==> config.mk <==
export PLATFORM = sky130hd
export DESIGN_NAME = displayed_value_serial_tx
export DESIGN_NICKNAME = d
export VERILOG_FILES = /design/src/design/frame_store.v /design/src/design/displayed_value_serial_tx.v
export VERILOG_INCLUDE_DIRS = /design/src /design/src/design
export SDC_FILE = /design/constraint.sdc
export NUM_CORES = 1
export LEC_CHECK = 0
export BUFFER_PORTS_ARGS = -buffer_cell sky130_fd_sc_hd__buf_2
export CORE_MARGIN = 3
export CORE_UTILIZATION = 43
export CTS_BUF_LIST = sky130_fd_sc_hd__clkbuf_16
export CTS_CLUSTER_DIAMETER = 40
export DETAILED_ROUTE_END_ITERATION = 10
export PLACE_DENSITY = 0.57
export REMOVE_ABC_BUFFERS = 1
export SLEW_MARGIN = 20
export SYNTH_ARGS = -nofsm -noshare
export SYNTH_HDL_FRONTEND = slang
export SYNTH_SLANG_ARGS = --single-unit
==> constraint.sdc <==
create_clock -name clock -period 3.5 [get_ports clock]
set_input_delay 0 -clock clock [delete_from_list [all_inputs] [get_ports clock]]
set_output_delay 0 -clock clock [all_outputs]
set_load 0.02 [all_outputs]
==> src/design/serial_tx_defs.vh <==
// Constants for the displayed value serial transmitter.
`ifndef SERIAL_TX_DEFS_VH
`define SERIAL_TX_DEFS_VH
`define CLOCK_HZ        10000000
`define BAUD_RATE       2400
`define BIT_CYCLES      (`CLOCK_HZ / `BAUD_RATE)
`define DATA_BITS       7
`define STOP_BITS       2
`define CHAR_BITS       4'd11
`define FRAME_CHARS     12
`define CH_CR           7'h0d
`define CH_LF           7'h0a
`define CH_COMMA        7'h2c
`define CH_PLUS         7'h2b
`define CH_MINUS        7'h2d
`define CH_POINT        7'h2e
`define CH_ZERO         7'h30
`define CH_NINE         7'h39
`define CH_W            7'h57
`define CH_T            7'h54
`define CH_O            7'h4f
`define CH_L            7'h4c
`endif

==> src/design/frame_store.v <==
// Twelve-entry character store whose read data come out of a register.
`default_nettype none
module frame_store #(
    parameter DEPTH = 12,
    parameter AW    = 4
) (
    // Clock.
    input  wire          clock,
    // Write port.
    input  wire          wr_en,
    input  wire [AW-1:0] wr_addr,
    input  wire [6:0]    wr_data,
    // Read port.
    input  wire [AW-1:0] rd_addr,
    output reg  [6:0]    rd_data
);
    reg [6:0] mem [0:DEPTH-1]; // Character cells.

    // Write and registered read; storage needs no reset.
    always @(posedge clock) begin
        if (wr_en) begin
            mem[wr_addr] <= wr_data;
        end
        rd_data <= mem[rd_addr];
    end
endmodule
`default_nettype wire

==> src/design/displayed_value_serial_tx.v <==
// Transmit-only serial formatter for the displayed measurement value.
//
// Functional notes
// - Send one frame per sample; samples arriving mid-frame give one more frame.
// - Transmit only; received characters are ignored.
// - Only digits, capitals, fixed punctuation and CR LF characters.
// - Asynchronous characters at 2400 bps, start bit.
// - Seven data bits, even parity, two stops.
// - Rate and format fixed, not configurable.
`include "serial_tx_defs.vh"
`default_nettype none
module displayed_value_serial_tx #(
    parameter BIT_CYCLES = `BIT_CYCLES
) (
    // Clock and reset.
    input  wire        clock,
    input  wire        reset_n,
    // Displayed value, sampled when the frame requested by sample_done starts.
    input  wire        sample_done,
    input  wire        value_negative,
    input  wire [23:0] value_bcd,
    input  wire [2:0]  point_pos,
    input  wire        overload,
    // Serial line.
    input  wire        rx_line,
    output reg         tx_line,
    output wire        busy
);
    // States of the sender, in binary; one pass of the loop sends one frame.
    localparam ST_IDLE = 2'd0; // Line high, waiting for a sample.
    localparam ST_LOAD = 2'd1; // Writing the twelve cells into the store.
    localparam ST_WAIT = 2'd2; // Letting the read data of the store settle.
    localparam ST_SEND = 2'd3; // Shifting one character onto the line.

    // Sequencer and character bookkeeping.
    reg [1:0]  state_r;       // Sequencer state.
    reg        pending_r;     // A new sample waits for the line.
    reg [3:0]  fill_idx_r;    // Cell being written while building.
    reg        filling_r;     // Frame is being built into the store.
    reg [3:0]  char_idx_r;    // Character being sent.
    reg [10:0] shift_r;       // Outgoing character, LSB first.
    reg [3:0]  bit_cnt_r;     // Bits left in the character.
    reg [15:0] baud_r;        // Bit-time counter.
    reg        wait_r;        // Read address has settled; data valid next clock.
    // Sample latched when a frame starts, so that a change of the inputs
    // in mid-frame can never mix two samples into one frame.
    reg        neg_r;         // Latched sign.
    reg [23:0] val_r;         // Latched digits.
    reg [2:0]  pt_r;          // Latched decimal point position.
    reg        ovl_r;         // Latched overload.
    // Character path between the frame builder and the store.
    reg [6:0]  cell_nxt;      // Character for the cell being built.
    wire [6:0] rd_data;       // Character read from the store.

    // The receive pin is tied to nothing on purpose: the link carries no
    // commands, so whatever arrives there can never steer the sender.
    wire unused_rx = rx_line;

    // Busy covers the build as well as the send, so a frame is seen to be
    // in progress from the clock after its sample is taken to its last stop.
    assign busy = (state_r != ST_IDLE) | filling_r;

    // Six value positions, left to right. The point position counts the
    // digits that stand right of the point, so the point takes cell 5 - pt
    // and the most significant digit drops out of the frame to make room.
    // With no point all six digits show, leading zeros included.
    function [6:0] value_char;
        input [3:0]  pos; // Value cell, 0 at the left.
        input [23:0] v;   // Six BCD digits, rightmost in the low nibble.
        input [2:0]  pt;  // Digits right of the point, 0 for none.
        input        ovl; // Overload shows nines in every digit cell.
        reg   [3:0]  di;  // Digit index, 0 for the rightmost digit.
        begin
            di = 4'h0;
            if (pt != 3'd0 && pos == 4'd5 - {1'b0, pt}) begin
                // The point keeps its place on overload too.
                value_char = `CH_POINT;
            end else if (ovl) begin
                value_char = `CH_NINE;
            end else begin
                // Digit index counts from the right, skipping the point cell.
                if (pt != 3'd0 && pos < 4'd5 - {1'b0, pt}) begin
                    // Left of the point: one digit further right than the cell.
                    di = 4'd4 - pos;
                end else begin
                    // Right of the point, or no point at all.
                    di = 4'd5 - pos;
                end
                // Valid BCD digits give only '0' to '9' here, never a letter.
                value_char = `CH_ZERO | {3'h0, v[di*4 +: 4]};
            end
        end
    endfunction

    // Character for each frame cell, built one cell a clock from the
    // latched sample; the header tells a receiver at once whether the
    // value is good or an overload.
    always @* begin
        case (fill_idx_r)
            4'd0:    cell_nxt = ovl_r ? `CH_O : `CH_W;
            4'd1:    cell_nxt = ovl_r ? `CH_L : `CH_T;
            4'd2:    cell_nxt = `CH_COMMA;
            4'd3:    cell_nxt = neg_r ? `CH_MINUS : `CH_PLUS;
            4'd10:   cell_nxt = `CH_CR;
            4'd11:   cell_nxt = `CH_LF;
            default: cell_nxt = value_char(fill_idx_r - 4'd4, val_r, pt_r, ovl_r);
        endcase
    end

    // The frame is built once into the store and then read out cell by
    // cell, so a sample that changes while the line is busy cannot reach it.
    frame_store #(
        .DEPTH (`FRAME_CHARS),
        .AW    (4)
    ) u_store (
        .clock   (clock),
        .wr_en   (filling_r),
        .wr_addr (fill_idx_r),
        .wr_data (cell_nxt),
        .rd_addr (char_idx_r),
        .rd_data (rd_data)
    );

    // Sequencer: a sample seen mid-frame is held and sent next, so the
    // stream never tears a frame; only the latest sample is kept.
    // The trade-off is that a receiver may miss samples when the sampling
    // period is shorter than a frame, which takes 12 x 11 bit times; it
    // always sees whole, current frames instead.
    always @(posedge clock or negedge reset_n) begin
        if (!reset_n) begin
            state_r    <= ST_IDLE;
            pending_r  <= 1'b0;
            fill_idx_r <= 4'h0;
            filling_r  <= 1'b0;
            char_idx_r <= 4'h0;
            shift_r    <= 11'h7ff;
            bit_cnt_r  <= 4'h0;
            baud_r     <= 16'h0;
            neg_r      <= 1'b0;
            val_r      <= 24'h0;
            pt_r       <= 3'h0;
            ovl_r      <= 1'b0;
            // The line idles high so the receiver sees no false start bit.
            tx_line    <= 1'b1;
            wait_r     <= 1'b0;
        end else begin
            // A sample pulse always raises pending, whatever the state.
            if (sample_done) begin
                pending_r <= 1'b1;
            end
            case (state_r)
                ST_IDLE: begin
                    // Between frames the line rests at the stop level.
                    tx_line <= 1'b1;
                    // Take the sample standing now and start building.
                    if (pending_r && !filling_r) begin
                        pending_r  <= sample_done; // Set wins over clear.
                        neg_r      <= value_negative;
                        val_r      <= value_bcd;
                        pt_r       <= (point_pos > 3'd5) ? 3'd0 : point_pos;
                        ovl_r      <= overload;
                        filling_r  <= 1'b1;
                        fill_idx_r <= 4'h0;
                        state_r    <= ST_LOAD;
                    end
                end
                ST_LOAD: begin
                    // Build the frame one cell per clock; the store writes the
                    // cell at fill_idx_r on each of these twelve clocks.
                    if (fill_idx_r == `FRAME_CHARS - 1) begin
                        // Last cell written: stop writing, read from the first.
                        filling_r  <= 1'b0;
                        char_idx_r <= 4'h0;
                        state_r    <= ST_WAIT;
                    end else begin
                        fill_idx_r <= fill_idx_r + 4'h1;
                    end
                end
                ST_WAIT: begin
                    // The store answers one clock after its address, and the
                    // index moved on the edge that entered this state, so the
                    // first clock here only lets the read data catch up.
                    if (wait_r) begin
                        // Frame the character: start, data LSB first, even
                        // parity over the seven data bits, then two stops.
                        shift_r   <= {2'b11, ^rd_data, rd_data, 1'b0};
                        bit_cnt_r <= `CHAR_BITS;
                        baud_r    <= 16'h0;
                        wait_r    <= 1'b0;
                        state_r   <= ST_SEND;
                    end else begin
                        // Address stable now; the data is valid next clock.
                        wait_r <= 1'b1;
                    end
                end
                ST_SEND: begin
                    // The line is registered, so it follows the shifter one
                    // clock late; every bit lasts BIT_CYCLES clocks, the second stop two more between characters.
                    tx_line <= shift_r[0];
                    // End of a bit time: shift in a stop-level one behind.
                    if (baud_r == BIT_CYCLES - 1) begin
                        baud_r    <= 16'h0;
                        shift_r   <= {1'b1, shift_r[10:1]};
                        bit_cnt_r <= bit_cnt_r - 4'h1;
                        // Second stop bit done: next character or end of frame.
                        if (bit_cnt_r == 4'h1) begin
                            if (char_idx_r == `FRAME_CHARS - 1) begin
                                state_r <= ST_IDLE;
                            end else begin
                                char_idx_r <= char_idx_r + 4'h1;
                                state_r    <= ST_WAIT;
                            end
                        end
                    end else begin
                        baud_r <= baud_r + 16'h1;
                    end
                end
                // All four codes are states; the default only sends an unknown state to idle.
                default: state_r <= ST_IDLE;
            endcase
        end
    end
endmodule
`default_nettype wire

* Word-level counts from Yosys, hierarchy flattened
Memories as Yosys holds them, arrays and structs flattened. A register that Yosys moved wholly into a read port is not among the register bits. Cells that the tools add are included.
Cells by class: add/subtract/negate cells 8, order comparisons 2, eq/ne operators 19, shift-type cells 1, muxes and demuxes 45, bitwise gates (word level) 1, reduce and logical (&&, ||, !) cells 21
Operator list (count):
- 4-bit 2-to-1 mux | 13
- 7-bit case mux with 6 select lines | 1
- 16-bit 2-to-1 mux | 2
- 16-bit case mux with 2 select lines | 1
- 4-bit case mux with 2 select lines | 3
- 24-bit by 7-bit variable part select with 4-bit output | 1
- 11-bit 2-to-1 mux | 2
- 11-bit case mux with 2 select lines | 1
- 16-bit by 1-bit adder with 16-bit output, second input constant | 1
- 16-bit by 13-bit == test with 1-bit output, second input constant | 1
- 5-bit 2-to-1 mux | 3
- 2-bit inequality test, second input constant | 7
- 4-bit == test, second input constant | 3
- 2-bit 2-to-1 mux | 6
- 5-bit AND reduction | 2
- 2-bit nonzero test | 5
- 3-bit AND reduction | 3
- 4-bit by 1-bit adder with 4-bit output, second input constant | 2
- 4-bit by 1-bit == test with 1-bit output, second input constant | 2
- 4-bit by 2-bit == test with 1-bit output, second input constant | 2
- 1-bit 2-to-1 mux | 8
- 2-bit case mux with 4 select lines | 1
- 3-bit by 4-bit subtractor with 4-bit output, first input constant | 2
- 7-bit XOR reduction | 1
- other kinds (18) | 24
Word-level totals: register bits 74, memory bits (writable) 84, input port bits 33, output and inout port bits 2, word-level logic and storage cells 112, memories kept 1
Memories:
- u_store.mem | words 12, width 7, read ports 1, clocked after Yosys merged registers in 1, write ports 1, line frame_store.v:17 | reg [6:0] mem [0:DEPTH-1];

* Logic depth before layout (Yosys ltp)
Gate-level depths: netlist (run 1).
depth in word-level cells 11, depth in mapped cells 11, gate-level depth less buffers 9

* By module
A second synthesis (run 1) with hierarchy kept.
Second synthesis, totals: cell total of the unflattened synthesis 593, area total of the unflattened synthesis 7738.7 um2
Modules (own cells, without submodules):
- displayed_value_serial_tx | instances 1, cells an instance 433, area an instance 4320.4 um2, seq. area each 1814.2 um2
- frame_store | instances 1, cells an instance 160, area an instance 3418.3 um2, seq. area each 2662.6 um2

* Worst setup path after synthesis (run 1)
OpenSTA, ideal clock, no wires.
path type reg-to-reg, start register fill_idx_r[2], end memory u_store.mem[0][3], data pin, library setup time 309 ps, arrival 3295 ps, data required time 3191 ps, path slack -105 ps, cell stages (with the launch flop) 11, path buffers 1, clock period less this slack 3605 ps, cell sequence dfrtp_1 > clkbuf_1 > inv_1 > ha_1 > inv_1 > ha_1 > a211o_1 > or4_1 > a21o_1 > and2_1 > o31ai_1
On the way: cells in the longest elaborated chain, start to end 11, elaborated cells on any way between the ends 21, those cells by class add/sub: 3; order compare: 1; eq/ne: 6; shift: 1; mux: 7; reduce/logical: 3
Ends and longest elaborated chain:
- from (decl) | line displayed_value_serial_tx.v:38 | reg [3:0] fill_idx_r;
- from (signal assigned) | line displayed_value_serial_tx.v:176 | fill_idx_r <= fill_idx_r + 4'h1;
- 4-bit by 3-bit subtractor with 4-bit output | line displayed_value_serial_tx.v:106 | default: cell_nxt = value_char(fill_idx_r - 4'd4, val_r, pt_r, ovl_r);
- 4-bit < comparator | line displayed_value_serial_tx.v:82 | if (pt != 3'd0 && pos < 4'd5 - {1'b0, pt}) begin
- 1-bit logical AND | line displayed_value_serial_tx.v:82
- 4-bit 2-to-1 mux
- 4-bit 2-to-1 mux | line displayed_value_serial_tx.v:78 | end else if (ovl) begin
- 4-bit 2-to-1 mux | line displayed_value_serial_tx.v:75 | if (pt != 3'd0 && pos == 4'd5 - {1'b0, pt}) begin
- 4-bit 2-to-1 mux | line displayed_value_serial_tx.v:99 | case (fill_idx_r)
- 24-bit by 7-bit variable part select with 4-bit output | line displayed_value_serial_tx.v:90 | value_char = `CH_ZERO | {3'h0, v[di*4 +: 4]};
- 4-bit 2-to-1 mux | line displayed_value_serial_tx.v:78
- 5-bit 2-to-1 mux | line displayed_value_serial_tx.v:75
- 7-bit case mux with 6 select lines (*) | line displayed_value_serial_tx.v:99
- via cell_nxt[3] | line displayed_value_serial_tx.v:52 | reg [6:0] cell_nxt;
- to (decl) | line frame_store.v:17
The timed path passes the listed nets; every way through them passes the cells marked *. The select of a mux whose other input is x is not followed.

* Worst setup path in the final report (run 1)
start register fill_idx_r[3], end memory u_store.mem[10][0], data pin
The elaborated chain is that of the path after synthesis.

==> PnR_summary.wiki, run 1 <==
{| class="wikitable"
! Metric !! Value
|-
| Commonest non-fill, non-tap cell in the layout || edfxtp_1
|-
| Depth of the CTS H-tree || 4
|-
| First-pass GRT wire length || 27800 um
|-
| Worst reg2reg path startpoint || fill_idx_r[3]
|-
| Count of unique library cells instantiated by Yosys || 57
|-
| Number of setup violations in the final report || 0
|-
| Tightest Hold Check Type || in -> async
|-
| GR Layer Usage met2 || 29.5%
|-
| Net Sw Frac || 37.4%
|-
| Number of DRC violations after detailed routing || 0
|-
| Clk sink count || 163
|-
| Minimum hold slack || 0.247 ns
|-
| Vias || 5216
|-
| IR drop worst, VDD || between 0.0004 and 0.0005 V
|-
| Per-cell routed wire length || ~18 um
|-
| Synthesis-to-layout area growth || 17.7%
|-
| Final wirelength || 16600 um
|-
| Avg Vias per Cell || 5.62
|-
| Clock slew at reported path FFs || 0.07 ns
|-
| RSZ-0062 raised after global routing || no
|-
| Number of slew-limit violations in the final report || 0
|-
| Most frequent cells in the layout || 84 x edfxtp_1, 62 x dfrtp_1, 50 x o21ai_0, 49 x nand2_1
|-
| Worst slew pin tran || 0.863 ns
|-
| Die Outline Area || 0.0199 sq mm
|-
| PD cells || 936 mW/mm^2
|-
| Tot GR Track Use || 17.8%
|-
| Crit share post-route || slightly above 90%
|-
| Most crowded layer after global routing || met2
|-
| Power dissipated by switching net loads || 3.23 mW
|-
| Post-Place Cells || ~860
|-
| DIE HEIGHT || 141 um
|-
| Share of total power in combinational logic || between 40 and 50%
|-
| Port buffer count || 33
|-
| Ys async rst share || between 40 and 50%
|-
| Core area || 0.0176 sq mm
|-
| RePlAce Congestion || 0.838
|-
| Hpwl dp || 10900 um
|-
| Register share of total power || between 30% and 40%
|-
| Worst slew margin || roughly 41%
|-
| Nets || 748
|-
| Setup slack of the most critical reg-to-reg path || roughly 0.32 ns
|-
| Fmax || 0.315 GHz
|-
| Total non-filler cell area in the finished layout || 0.00923 sq mm
|-
| Maximum count of clock buffers along a single path || 2
|-
| GR Overflow Total || 0
|-
| Post-CTS repair timing setup buffer count || 0
|-
| Share of layout cells above drive strength 1 || 22.6%
|-
| Later-pin clock latency in the skew report || 0.43 ns
|-
| Critical path arrival || approximately 3.4 ns
|-
| Critical-path maximum fanout || 12
|-
| Largest clock skew in the final design || between 0.015 and 0.02 ns
|-
| Power after layout || 8.64 mW
|-
| Proportion of synthesized chip area in sequential cells || 57.1%
|-
| Design internal power || roughly 5.4 mW
|-
| Via count of the first global-routing pass || 5326
|-
| Violation count after the first detailed-routing iteration || a little under 400
|-
| Count of nets left with antenna violations after detail routing || 0
|-
| Result of the run || finished, final reports clean
|-
| Largest net degree at the start of global routing || 40
|-
| Worst Reg-to-Reg Cells || 9
|-
| TritonCTS clock tree || done
|-
| Number of endpoints with negative hold slack in the final report || 0
|-
| Critical path startpoint || fill_idx_r[3]
|-
| Critical path class || reg -> reg
|-
| GR Util met3 || 3.39%
|-
| Post-synthesis sequential element count || 163
|-
| Layout Cells excl Fill || 928
|-
| Final Critical Period || 3.18 ns
|-
| Area after DPL || 0.00831 sq mm
|-
| R2R Path End || u_store.mem[10][0]
|-
| Syn. warnings || 0
|-
| Num CTS Buffers || 17
|-
| Worst setup endpoint || u_store.mem[10][0]
|-
| First-pass iteration count of the detailed router || 5
|-
| Dominant synthesized flop cell || edfxtp_1
|-
| Final antenna diode count || 0
|-
| Crit path capture type || flip-flop
|-
| Total number of placement rows || 48
|-
| Netlist area before placement || roughly 0.0078 sq mm
|-
| Initial antenna violation count || 0
|-
| Static power due to leakage || around 3.6 nW
|-
| Top Ports || 35
|-
| WP data required || around 3.7 ns
|-
| Fill cell total of the finished layout || 1506
|-
| Gate count of the mapped netlist || approximately 620
|-
| Critical path startpoint category || flip-flop
|-
| Average cell area after synthesis || around 13 sq um
|-
| Post-synth EDFFs || 84
|-
| Clock tree root driver cell || clkbuf_16
|-
| Initial Util || around 45%
|-
| Clock power frac || 20.5%
|-
| Met1 usage || 23.9%
|-
| Die extent in x || about 140 um
|-
| Count of maximum capacitance violations || 0
|}
## through the flow
step	TNS (ns)	setup slack [ns]	utilization, %
final	0	0.325	52.4
after global routing	0	0.00424	52.4
after CTS	0	0.147	52.4
after detailed placement	-0.0540	-0.00321	47.2
after global placement	0	0.162	47.2
after floorplan	-1.09	-0.0908	-
## logic make-up after synthesis
logic type / Yosys count / share of synthesized area [%]
multiplexers: 80 / 14.4
AND/OR/NAND/NOR: 165 / 10.6
XOR/XNOR: 18 / 2.01
buffers and inverters: 53 / 2.67
AO/OA/AOI/OAI: 112 / 9.19
flip-flops: 163 / 57.1
adder cells (fa/ha/maj): 25 / 3.99
## critical path, stage by stage (launching register included)
cell	delay, ns
dfrtp_1	0.40
inv_1	0.09
ha_1	0.30
inv_1	0.08
ha_1	0.31
a211o_1	0.39
or4_1	0.56
a21o_1	0.21
a31oi_1	0.20
a2bb2oi_2	0.40
## layout make-up
cell class / count / area, sq um / share of cell area [%]
Clock buffer: 17 / 425 / 4.61
Sequential cell: 163 / 4480 / 48.5
Multi-Input combinational cell: 400 / 3180 / 34.4
Inverter: 22 / 82.6 / 0.895
Timing Repair Buffer: 86 / 646 / 7.00
Clock inverter: 15 / 140 / 1.52
Tap cell: 225 / 282 / 3.05
## how the worst min path moves through the flow
stage	startpoint	to	depth (start not counted)
final	reset_n	fill_idx_r[3]	2
after global routing	sample_done	pending_r	3
after CTS	reset_n	fill_idx_r[2]	2
after detailed placement	reset_n	char_idx_r[0]	1
after global placement	reset_n	char_idx_r[1]	1
after floorplan	reset_n	baud_r[0]	0
## per-layer routing
metal  share of wire (%)  routed length [um]
met1                  45                7420
met2                  49                8180
met3                 4.6                 759
met4                 1.3                 209
met5                   0                   0
## timing repair
item / in CTS / in global routing
cloned: 0 / 0
hold buffers: 33 / 0
hold endpoints to repair: 58 / 0
setup endpoints to repair: 36 / 24
resized for setup: 3 / 1
## power by group through the flow
| stage | Combinational [mW] | Clock (mW) | Sequential, mW |
|---|---|---|---|
| 2_1_floorplan | 2.34 | 0 | 3.36 |
| 3_3_place_gp | 3.36 | 0 | 3.34 |
| 3_5_place_dp | 3.46 | 0 | 3.38 |
| 4_1_cts | 3.56 | 1.81 | 3.34 |
| 5_1_grt | 3.96 | 1.87 | 3.41 |
| 6_report | 3.53 | 1.77 | 3.33 |
## cell usage after synthesis (5+ instances only)
cell / count / area (sq um)
nor2b_1: 7 / 43.8
a21oi_1: 13 / 65.1
mux2_2: 32 / 360
xnor2_1: 7 / 61.3
o31ai_1: 5 / 37.5
o211ai_1: 5 / 37.5
nor3_1: 9 / 45.0
dfstp_2: 10 / 263
nand4_1: 11 / 68.8
buf_2: 5 / 25.0
ha_1: 25 / 313
dfrtp_1: 62 / 1550
mux4_2: 23 / 518
edfxtp_1: 84 / 2520
nand2b_1: 6 / 37.5
xor2_1: 11 / 96.3
nand3_1: 17 / 85.1
inv_1: 22 / 82.6
nand2_1: 49 / 184
o21ai_0: 51 / 255
and3_1: 20 / 125
mux2i_1: 25 / 250
clkbuf_1: 22 / 82.6
nor2_1: 26 / 97.6
a31oi_1: 5 / 31.3
dfxtp_1: 7 / 140
## registers in the layout (all words and copies together) (netlist names)
| signal | count |
|---|---|
| tx_line | 1 |
| u_store.mem | 84 |
| pending_r | 1 |
| char_idx_r | 4 |
| baud_r | 16 |
| ovl_r | 1 |
| bit_cnt_r | 4 |
| shift_r | 9 |
| val_r | 24 |
| fill_idx_r | 4 |
| pt_r | 3 |
| state_r | 2 |
| wait_r | 1 |
| filling_r | 1 |
| neg_r | 1 |
| u_store.rd_data | 7 |
(Power assumes the default switching activity.)
==> run 2: changes to the inputs <==
--- a/config.mk
+++ b/config.mk
@@ -12,6 +12,7 @@
 export CTS_BUF_LIST = sky130_fd_sc_hd__clkbuf_16
 export CTS_CLUSTER_DIAMETER = 40
 export DETAILED_ROUTE_END_ITERATION = 10
+export MAX_ROUTING_LAYER = met4
 export PLACE_DENSITY = 0.57
 export REMOVE_ABC_BUFFERS = 1
 export SLEW_MARGIN = 20
==> run 2 against run 1 <==
Register-to-register slack about the same. Core utilization unchanged. Worst hold slack worse by 0.0010 ns. Clock skew down 0.0054 ns.
==> PnR_summary.wiki, run 2 (synthesis results as in run 1) <==
{| class="wikitable"
! Metric !! Value
|-
| Final wirelength || 16600 um (+0.13%)
|-
| Commonest non-fill, non-tap cell in the layout || edfxtp_1
|-
| Worst Reg-to-Reg Cells || 9 (unchanged)
|-
| Clock power frac || 20.5% (about the same)
|-
| Count of maximum capacitance violations || 0 (unchanged)
|-
| Static power due to leakage || 3.58 nW (unchanged)
|-
| Worst slew pin tran || 0.873 ns (+0.0105 ns)
|-
| Number of DRC violations after detailed routing || 0 (unchanged)
|-
| R2R Path End || u_store.mem[10][0]
|-
| Critical path startpoint category || flip-flop
|-
| Register share of total power || 38.6% (about the same)
|-
| Core area || 0.0176 sq mm (unchanged)
|-
| Tot GR Track Use || 18.4% (+0.54 points)
|-
| Setup TNS || 0 ns (unchanged)
|-
| Clk sink count || 163 (unchanged)
|-
| Avg Vias per Cell || 5.58 (-0.65%)
|-
| TritonCTS clock tree || done
|-
| WP data required || 3.68 ns (about the same)
|-
| Per-cell routed wire length || 17.9 um (+0.13%)
|-
| Clock tree root driver cell || clkbuf_16
|-
| GR Overflow Total || 0 (unchanged)
|-
| Net Sw Frac || 37.4% (about the same)
|-
| Share of layout cells above drive strength 1 || 22.6% (unchanged)
|-
| Post-CTS repair timing setup buffer count || 0 (unchanged)
|-
| Critical path startpoint || fill_idx_r[3]
|-
| Power dissipated by switching net loads || 3.23 mW (about the same)
|-
| Nets || 748 (unchanged)
|-
| Regs by FF count || u_store.mem x84, val_r x24, baud_r x16
|-
| Die Outline Area || 0.0199 sq mm (unchanged)
|-
| Number of slew-limit violations in the final report || 0 (unchanged)
|-
| Tightest Hold Check Type || in -> async
|-
| Share of total power in combinational logic || 40.9% (about the same)
|-
| Largest reg by FF count || u_store.mem
|-
| Critical path arrival || 3.35 ns (about the same)
|-
| Number of setup violations in the final report || 0 (unchanged)
|-
| Port buffer count || 33 (unchanged)
|-
| Crit path capture type || flip-flop
|-
| PD cells || 936 mW/mm^2 (about the same)
|-
| Num CTS Buffers || 17 (unchanged)
|-
| Final Critical Period || 3.18 ns (+0.00264 ns)
|-
| First-pass GRT wire length || 27800 um (about the same)
|-
| Largest net degree at the start of global routing || 40 (unchanged)
|-
| Design internal power || 5.41 mW (about the same)
|-
| Vias || 5182 (-0.65%)
|-
| Result of the run || finished, final reports clean
|-
| Top Ports || 35 (unchanged)
|-
| Cell with the largest stage delay on the worst path || or4_1
|-
| Maximum count of clock buffers along a single path || 2 (unchanged)
|-
| Hpwl dp || 10900 um (unchanged)
|-
| RSZ-0062 raised after global routing || no
|-
| RePlAce Congestion || 0.852 (+1.7%)
|-
| Power after layout || 8.64 mW (about the same)
|-
| Clock slew at reported path FFs || 0.07 ns (about the same)
|-
| Count of nets left with antenna violations after detail routing || 0 (unchanged)
|-
| IR drop worst, VDD || 0.000438 V (about the same)
|-
| Final antenna diode count || 0 (unchanged)
|-
| Die extent in x || 141 um (unchanged)
|-
| Number of endpoints with negative hold slack in the final report || 0 (unchanged)
|-
| Violation count after the first detailed-routing iteration || 358 (-8.0%)
|-
| Initial Util || 44.6% (unchanged)
|-
| DIE HEIGHT || 141 um (unchanged)
|-
| Ordered list of cells on the worst path || inv_1, ha_1, inv_1, ha_1, a211o_1, or4_1, a21o_1, a31oi_1, a2bb2oi_2
|-
| Synthesis-to-layout area growth || 17.7% (unchanged)
|-
| Via count of the first global-routing pass || 5340 (+0.26%)
|-
| Critical-path maximum fanout || 12 (unchanged)
|-
| Worst slew margin || 40.1% (-0.72 points)
|-
| Later-pin clock latency in the skew report || 0.43 ns (about the same)
|-
| Depth of the CTS H-tree || 4 (unchanged)
|-
| Total number of placement rows || 48 (unchanged)
|-
| Setup slack of the most critical reg-to-reg path || 0.32 ns (about the same)
|-
| Worst reg2reg path startpoint || fill_idx_r[3]
|-
| Initial antenna violation count || 0 (unchanged)
|-
| Critical path class || reg -> reg
|-
| Stage delay of the slowest cell on the critical path || 0.55 ns (about the same)
|-
| Crit share post-route || 90.8% (about the same)
|-
| First-pass iteration count of the detailed router || 5 (unchanged)
|-
| Max FFs per register || 84 (unchanged)
|-
| Largest clock skew in the final design || 0.0107 ns (-0.00541 ns)
|-
| Fmax || 0.315 GHz (about the same)
|-
| Most frequent cells in the layout || 84 x edfxtp_1, 62 x dfrtp_1, 50 x o21ai_0, 49 x nand2_1
|}
[run 2: cell counts in the layout (fill, tap and decap cells not counted)]
No cell type changed its count.
[run 2: through the flow]
step	utilization (%)	instances	hold WS, ns	instance area [sq um]	setup WS (ns)
final	52.4	928	0.246	9230	0.322
after global routing	52.4	928	0.317	9230	0.00405
after CTS	52.4	928	0.271	9230	0.147
after detailed placement	47.2	863	0.169	8310	-0.00321
after global placement	47.2	863	0.169	8310	0.162
after floorplan	-	585	-0.296	7710	-0.0908
[run 2: what timing repair did]
action,in CTS,in global routing
endpoints found under the hold margin,58,0
hold buffers,33,0
resized for setup,3,1
setup endpoints to repair,36,24
[run 2: layer usage]
layer / track usage, % / wire length [um] / share of wire, % / vias up
li1: - / - / - / 2454
met1: 23.9 / 7390 / 45 / 2600
met2: 29.6 / 8220 / 50 / 111
met3: 3.77 / 771 / 4.6 / 17
met4: 5.00 / 200 / 1.2 / 0
met5: - / 0 / 0 / -
[run 2: final cells by class]
cell class                 instances  area [sq um]
clock buffer                      17           425
clock inverter                    15           140
fill                            1506          8370
inverter                          22          82.6
multi-input combinational        400          3180
sequential                       163          4480
tap                              225           282
timing repair buffer              86           646
[run 2: critical path: cells and delay by family, from the launching register on]
kind / cells / cell delay, ns
compound gates: 4 / 1.19
fa+ha+maj: 2 / 0.62
buf+inv: 2 / 0.17
flops: 1 / 0.40
simple gates: 1 / 0.55
[run 2: how the worst max path moves through the flow]
stage	end	slack, ns	cells past startpoint
3_5_place_dp	u_store.mem[11][1]	-0.003	9
3_3_place_gp	u_store.mem[8][1]	0.16	9
5_1_grt	u_store.mem[5][1]	0.004	9
6_report	u_store.mem[10][0]	0.32	9
4_1_cts	u_store.mem[10][0]	0.15	9
2_1_floorplan	u_store.mem[0][3]	-0.09	9
[run 2: power by group through the flow]
stage	Sequential [mW]	Combinational, mW	Clock, mW
after CTS	3.34	3.56	1.81
after floorplan	3.36	2.34	0
final	3.33	3.53	1.77
after detailed placement	3.38	3.46	0
after global routing	3.41	3.96	1.88
after global placement	3.34	3.36	0
==> run 3: changes to the inputs <==
--- a/config.mk
+++ b/config.mk
@@ -9,7 +9,6 @@
 export BUFFER_PORTS_ARGS = -buffer_cell sky130_fd_sc_hd__buf_2
 export CORE_MARGIN = 3
 export CORE_UTILIZATION = 43
-export CTS_BUF_LIST = sky130_fd_sc_hd__clkbuf_16
 export CTS_CLUSTER_DIAMETER = 40
 export DETAILED_ROUTE_END_ITERATION = 10
 export MAX_ROUTING_LAYER = met4
@@ -18,4 +17,5 @@
 export SLEW_MARGIN = 20
 export SYNTH_ARGS = -nofsm -noshare
 export SYNTH_HDL_FRONTEND = slang
+export SYNTH_HIERARCHICAL = 1
 export SYNTH_SLANG_ARGS = --single-unit
==> run 3 against run 2 <==
Total power shrank 2.8%. Largest power group is now sequential cells. Clock skew shrank 0.00098 ns. Global-route usage shrank 1.1 points. Sequential share of layout area grew 0.59 points. Critical path depth grew 1. First-iteration DRC count shrank 17%. Via count shrank 5.0%. Highest routed layer unchanged. Flip-flop and latch count is the same. Setup slack lost 0.13 ns.
==> PnR_summary.wiki, run 3 <==
{| class="wikitable"
! Metric !! Value
|-
| Tot GR Track Use || 17.2% (-1.1 points)
|-
| Share of layout cells above drive strength 1 || 21.1% (-1.5 points)
|-
| Clock power frac || 22.0% (+1.5 points)
|-
| Power after layout || 8.40 mW (-2.8%)
|-
| Register share of total power || 39.4% (+0.8 points)
|-
| IR drop worst, VDD || 0.000434 V (-0.82%)
|-
| Count of nets left with antenna violations after detail routing || 0 (unchanged)
|-
| Design internal power || 5.34 mW (-1.3%)
|-
| First-pass GRT wire length || 26000 um (-6.4%)
|-
| Avg Vias per Cell || 5.40 (-3.3%)
|-
| Share of total power in combinational logic || 38.5% (-2.4 points)
|-
| Tightest Hold Check Type || in -> async
|-
| Register cell area after layout || 0.00448 sq mm (about the same)
|-
| Number of DRC violations after detailed routing || 0 (unchanged)
|-
| Fill cell total of the finished layout || 1445 (-4.1%)
|-
| Die extent in x || 140 um (-0.62%)
|-
| Num CTS Buffers || 17 (unchanged)
|-
| Synthesis-to-layout area growth || 17.9%
|-
| Post-synthesis sequential element count || 163 (unchanged)
|-
| Dominant cell by count in the synthesized netlist || edfxtp_1
|-
| Total number of placement rows || 48 (unchanged)
|-
| TritonCTS clock tree || done
|-
| Most frequent cells in the layout || 84 x edfxtp_1, 61 x dfrtp_1, 51 x nor2_1, 33 x dlygate4sd3_1, 33 x buf_2
|-
| WP data required || 3.61 ns (-0.07 ns)
|-
| DIE HEIGHT || 140 um (-0.62%)
|-
| Final Critical Period || 3.30 ns (+0.127 ns)
|-
| Net Sw Frac || 36.4% (-0.95 points)
|-
| Worst slew margin || 42.6% (+2.5 points)
|-
| Final antenna diode count || 0 (unchanged)
|-
| Critical path startpoint || fill_idx_r[2]
|-
| Per-cell routed wire length || 17.2 um (-3.6%)
|-
| Multi-input logic area || 0.00305 sq mm (-4.0%)
|-
| Hpwl dp || 10500 um (-3.4%)
|-
| Largest clock skew in the final design || 0.00974 ns (-0.000985 ns)
|-
| Final wirelength || 15700 um (-5.4%)
|-
| Count of maximum capacitance violations || 0 (unchanged)
|-
| Dominant synthesized flop cell || edfxtp_1
|-
| Ys async rst share || 44.2% (unchanged)
|-
| Clk sink count || 163 (unchanged)
|-
| First-pass iteration count of the detailed router || 5 (unchanged)
|-
| RSZ-0062 raised after global routing || no
|-
| Minimum hold slack || 0.181 ns (-0.0644 ns)
|-
| Clock tree root driver cell || clkbuf_16
|-
| Gate count of the mapped netlist || 593 (-3.7%)
|-
| Core area || 0.0175 sq mm (-0.68%)
|-
| Initial antenna violation count || 0 (unchanged)
|-
| Setup slack of the most critical reg-to-reg path || 0.20 ns (-0.13 ns)
|-
| Initial Util || 44.3% (-0.27 points)
|-
| Regs by FF count || u_store/mem x84, val_r x24, baud_r x16
|-
| Commonest non-fill, non-tap cell in the layout || edfxtp_1
|-
| Total non-filler cell area in the finished layout || 0.00912 sq mm (-1.2%)
|-
| Critical path arrival || 3.42 ns (+0.07 ns)
|-
| Static power due to leakage || 3.54 nW (-0.97%)
|-
| Nets || 729 (-2.5%)
|-
| Largest net degree at the start of global routing || 43 (+7.5%)
|-
| Critical-path maximum fanout || 12 (unchanged)
|-
| Vias || 4921 (-5.0%)
|-
| Crit share post-route || 94.4% (+3.6 points)
|-
| Critical path startpoint category || flip-flop
|-
| Yosys top cell area share || 32.6% (+0.42 points)
|-
| Post-CTS repair timing setup buffer count || 0 (unchanged)
|-
| Port buffer count || 33 (unchanged)
|-
| Post-synth EDFFs || 84 (unchanged)
|-
| Fmax || 0.303 GHz (-3.8%)
|-
| Violation count after the first detailed-routing iteration || 298 (-17%)
|-
| R2R Path End || u_store/mem[1][2]
|-
| Critical path class || reg -> reg
|-
| Later-pin clock latency in the skew report || 0.43 ns (about the same)
|-
| Area after DPL || 0.00819 sq mm (-1.4%)
|-
| Depth of the CTS H-tree || 4 (unchanged)
|-
| Via count of the first global-routing pass || 4933 (-7.6%)
|-
| Worst slew pin tran || 0.857 ns (-0.0158 ns)
|-
| Worst setup endpoint || u_store/mem[1][2]
|-
| RePlAce Congestion || 0.808 (-5.2%)
|-
| GR Overflow Total || 0 (unchanged)
|-
| PD cells || 920 mW/mm^2 (-1.7%)
|-
| Crit path capture type || flip-flop
|-
| Number of endpoints with negative hold slack in the final report || 0 (unchanged)
|-
| Power dissipated by switching net loads || 3.06 mW (-5.3%)
|-
| Dominant cell type by area after synthesis || edfxtp_1
|-
| Die Outline Area || 0.0196 sq mm (-1.2%)
|-
| Maximum count of clock buffers along a single path || 2 (unchanged)
|-
| Syn. warnings || 6 (+6)
|-
| Proportion of synthesized chip area in sequential cells || 57.8% (+0.75 points)
|-
| Biggest area contributors in the synthesized netlist || edfxtp_1 33%, dfrtp_1 20%, mux2_2 4.4%, ha_1 3.7%, mux2i_1 3.5%
|-
| Average cell area after synthesis || 13.1 sq um (+2.5%)
|-
| Worst Reg-to-Reg Cells || 10 (+1)
|-
| Netlist area before placement || 0.00774 sq mm (-1.3%)
|-
| Most instantiated cells after synthesis || 84 x edfxtp_1, 62 x dfrtp_1, 51 x nor2_1, 31 x nand2_1, 30 x mux2_2
|-
| Number of slew-limit violations in the final report || 0 (unchanged)
|-
| Number of setup violations in the final report || 0 (unchanged)
|-
| Top Ports || 35 (unchanged)
|-
| Count of unique library cells instantiated by Yosys || 67 (+18%)
|-
| Result of the run || finished, final reports clean
|-
| Worst reg2reg path startpoint || fill_idx_r[2]
|-
| Largest reg by FF count || u_store/mem
|-
| Clock slew at reported path FFs || 0.07 ns (about the same)
|-
| Max FFs per register || 84 (unchanged)
|}
## run 3: what timing repair did
action	4_1_cts	5_1_grt
hold endpoints to repair	52	0
hold buffers	33	0
resized for setup	1	0
endpoints found under the setup margin	12	0
## run 3: final cells by class
class                      count  share of cell area, %
inverter                      23                  0.947
clock buffer                  17                   4.66
timing repair buffer          84                   6.91
tap                          225                   3.09
clock inverter                15                   1.87
multi-input combinational    384                   33.4
sequential                   163                   49.1
## run 3: logic make-up (layout without fill, tap and decap cells)
group                    after synthesis  in the layout  synth area share (%)
AO/OA/AOI/OAI                         98             98                  8.67
XOR/XNOR                              25             25                  2.93
adder cells (fa/ha/maj)               23             23                  3.72
buffers and inverters                 46            139                  2.81
flip-flops                           163            163                  57.8
multiplexers                          76             76                  13.7
AND/OR/NAND/NOR                      162            162                  10.3
## run 3: power by group through the flow
stage | sequential, mW | clock, mW | combinational, mW
after global placement | 3.33 | 0 | 3.12
after CTS | 3.32 | 1.91 | 3.28
after floorplan | 3.29 | 0 | 2.25
after detailed placement | 3.36 | 0 | 3.23
final | 3.31 | 1.85 | 3.23
after global routing | 3.39 | 1.98 | 3.60
## run 3: how the worst min path moves through the flow
stage | from | slack (ns) | cells after the start | end
2_1_floorplan | reset_n | -0.30 | 0 | baud_r[0]
3_3_place_gp | reset_n | 0.10 | 1 | char_idx_r[0]
3_5_place_dp | reset_n | 0.11 | 1 | bit_cnt_r[1]
4_1_cts | reset_n | 0.19 | 2 | baud_r[10]
5_1_grt | reset_n | 0.23 | 2 | char_idx_r[0]
6_report | reset_n | 0.18 | 2 | baud_r[10]
## run 3: critical path, stage by stage, from the launching register on
cell      delay [ns]
dfrtp_1         0.35
inv_1           0.11
ha_1            0.36
inv_1           0.07
ha_1            0.34
a211oi_1        0.47
nand2_2         0.18
buf_4           0.22
mux2i_1         0.12
or4_1           0.50
o311a_1         0.27
## run 3: stage by stage
stage,setup slack [ns],util [%],cells,TNS (ns)
after floorplan,0.0464,-,570,0
after global placement,0.197,46.9,846,0
after detailed placement,-0.0874,46.9,846,-1.05
after CTS,0.214,52.2,911,0
after global routing,0.00445,52.2,911,0
final,0.195,52.2,911,0
## run 3: per-layer routing
layer  global-route usage, %  part of all wire [%]
met4                    5.30                  0.55
met2                    26.5                    49
met3                    3.07                   2.9
met1                    23.5                    47
met5                       -                     0
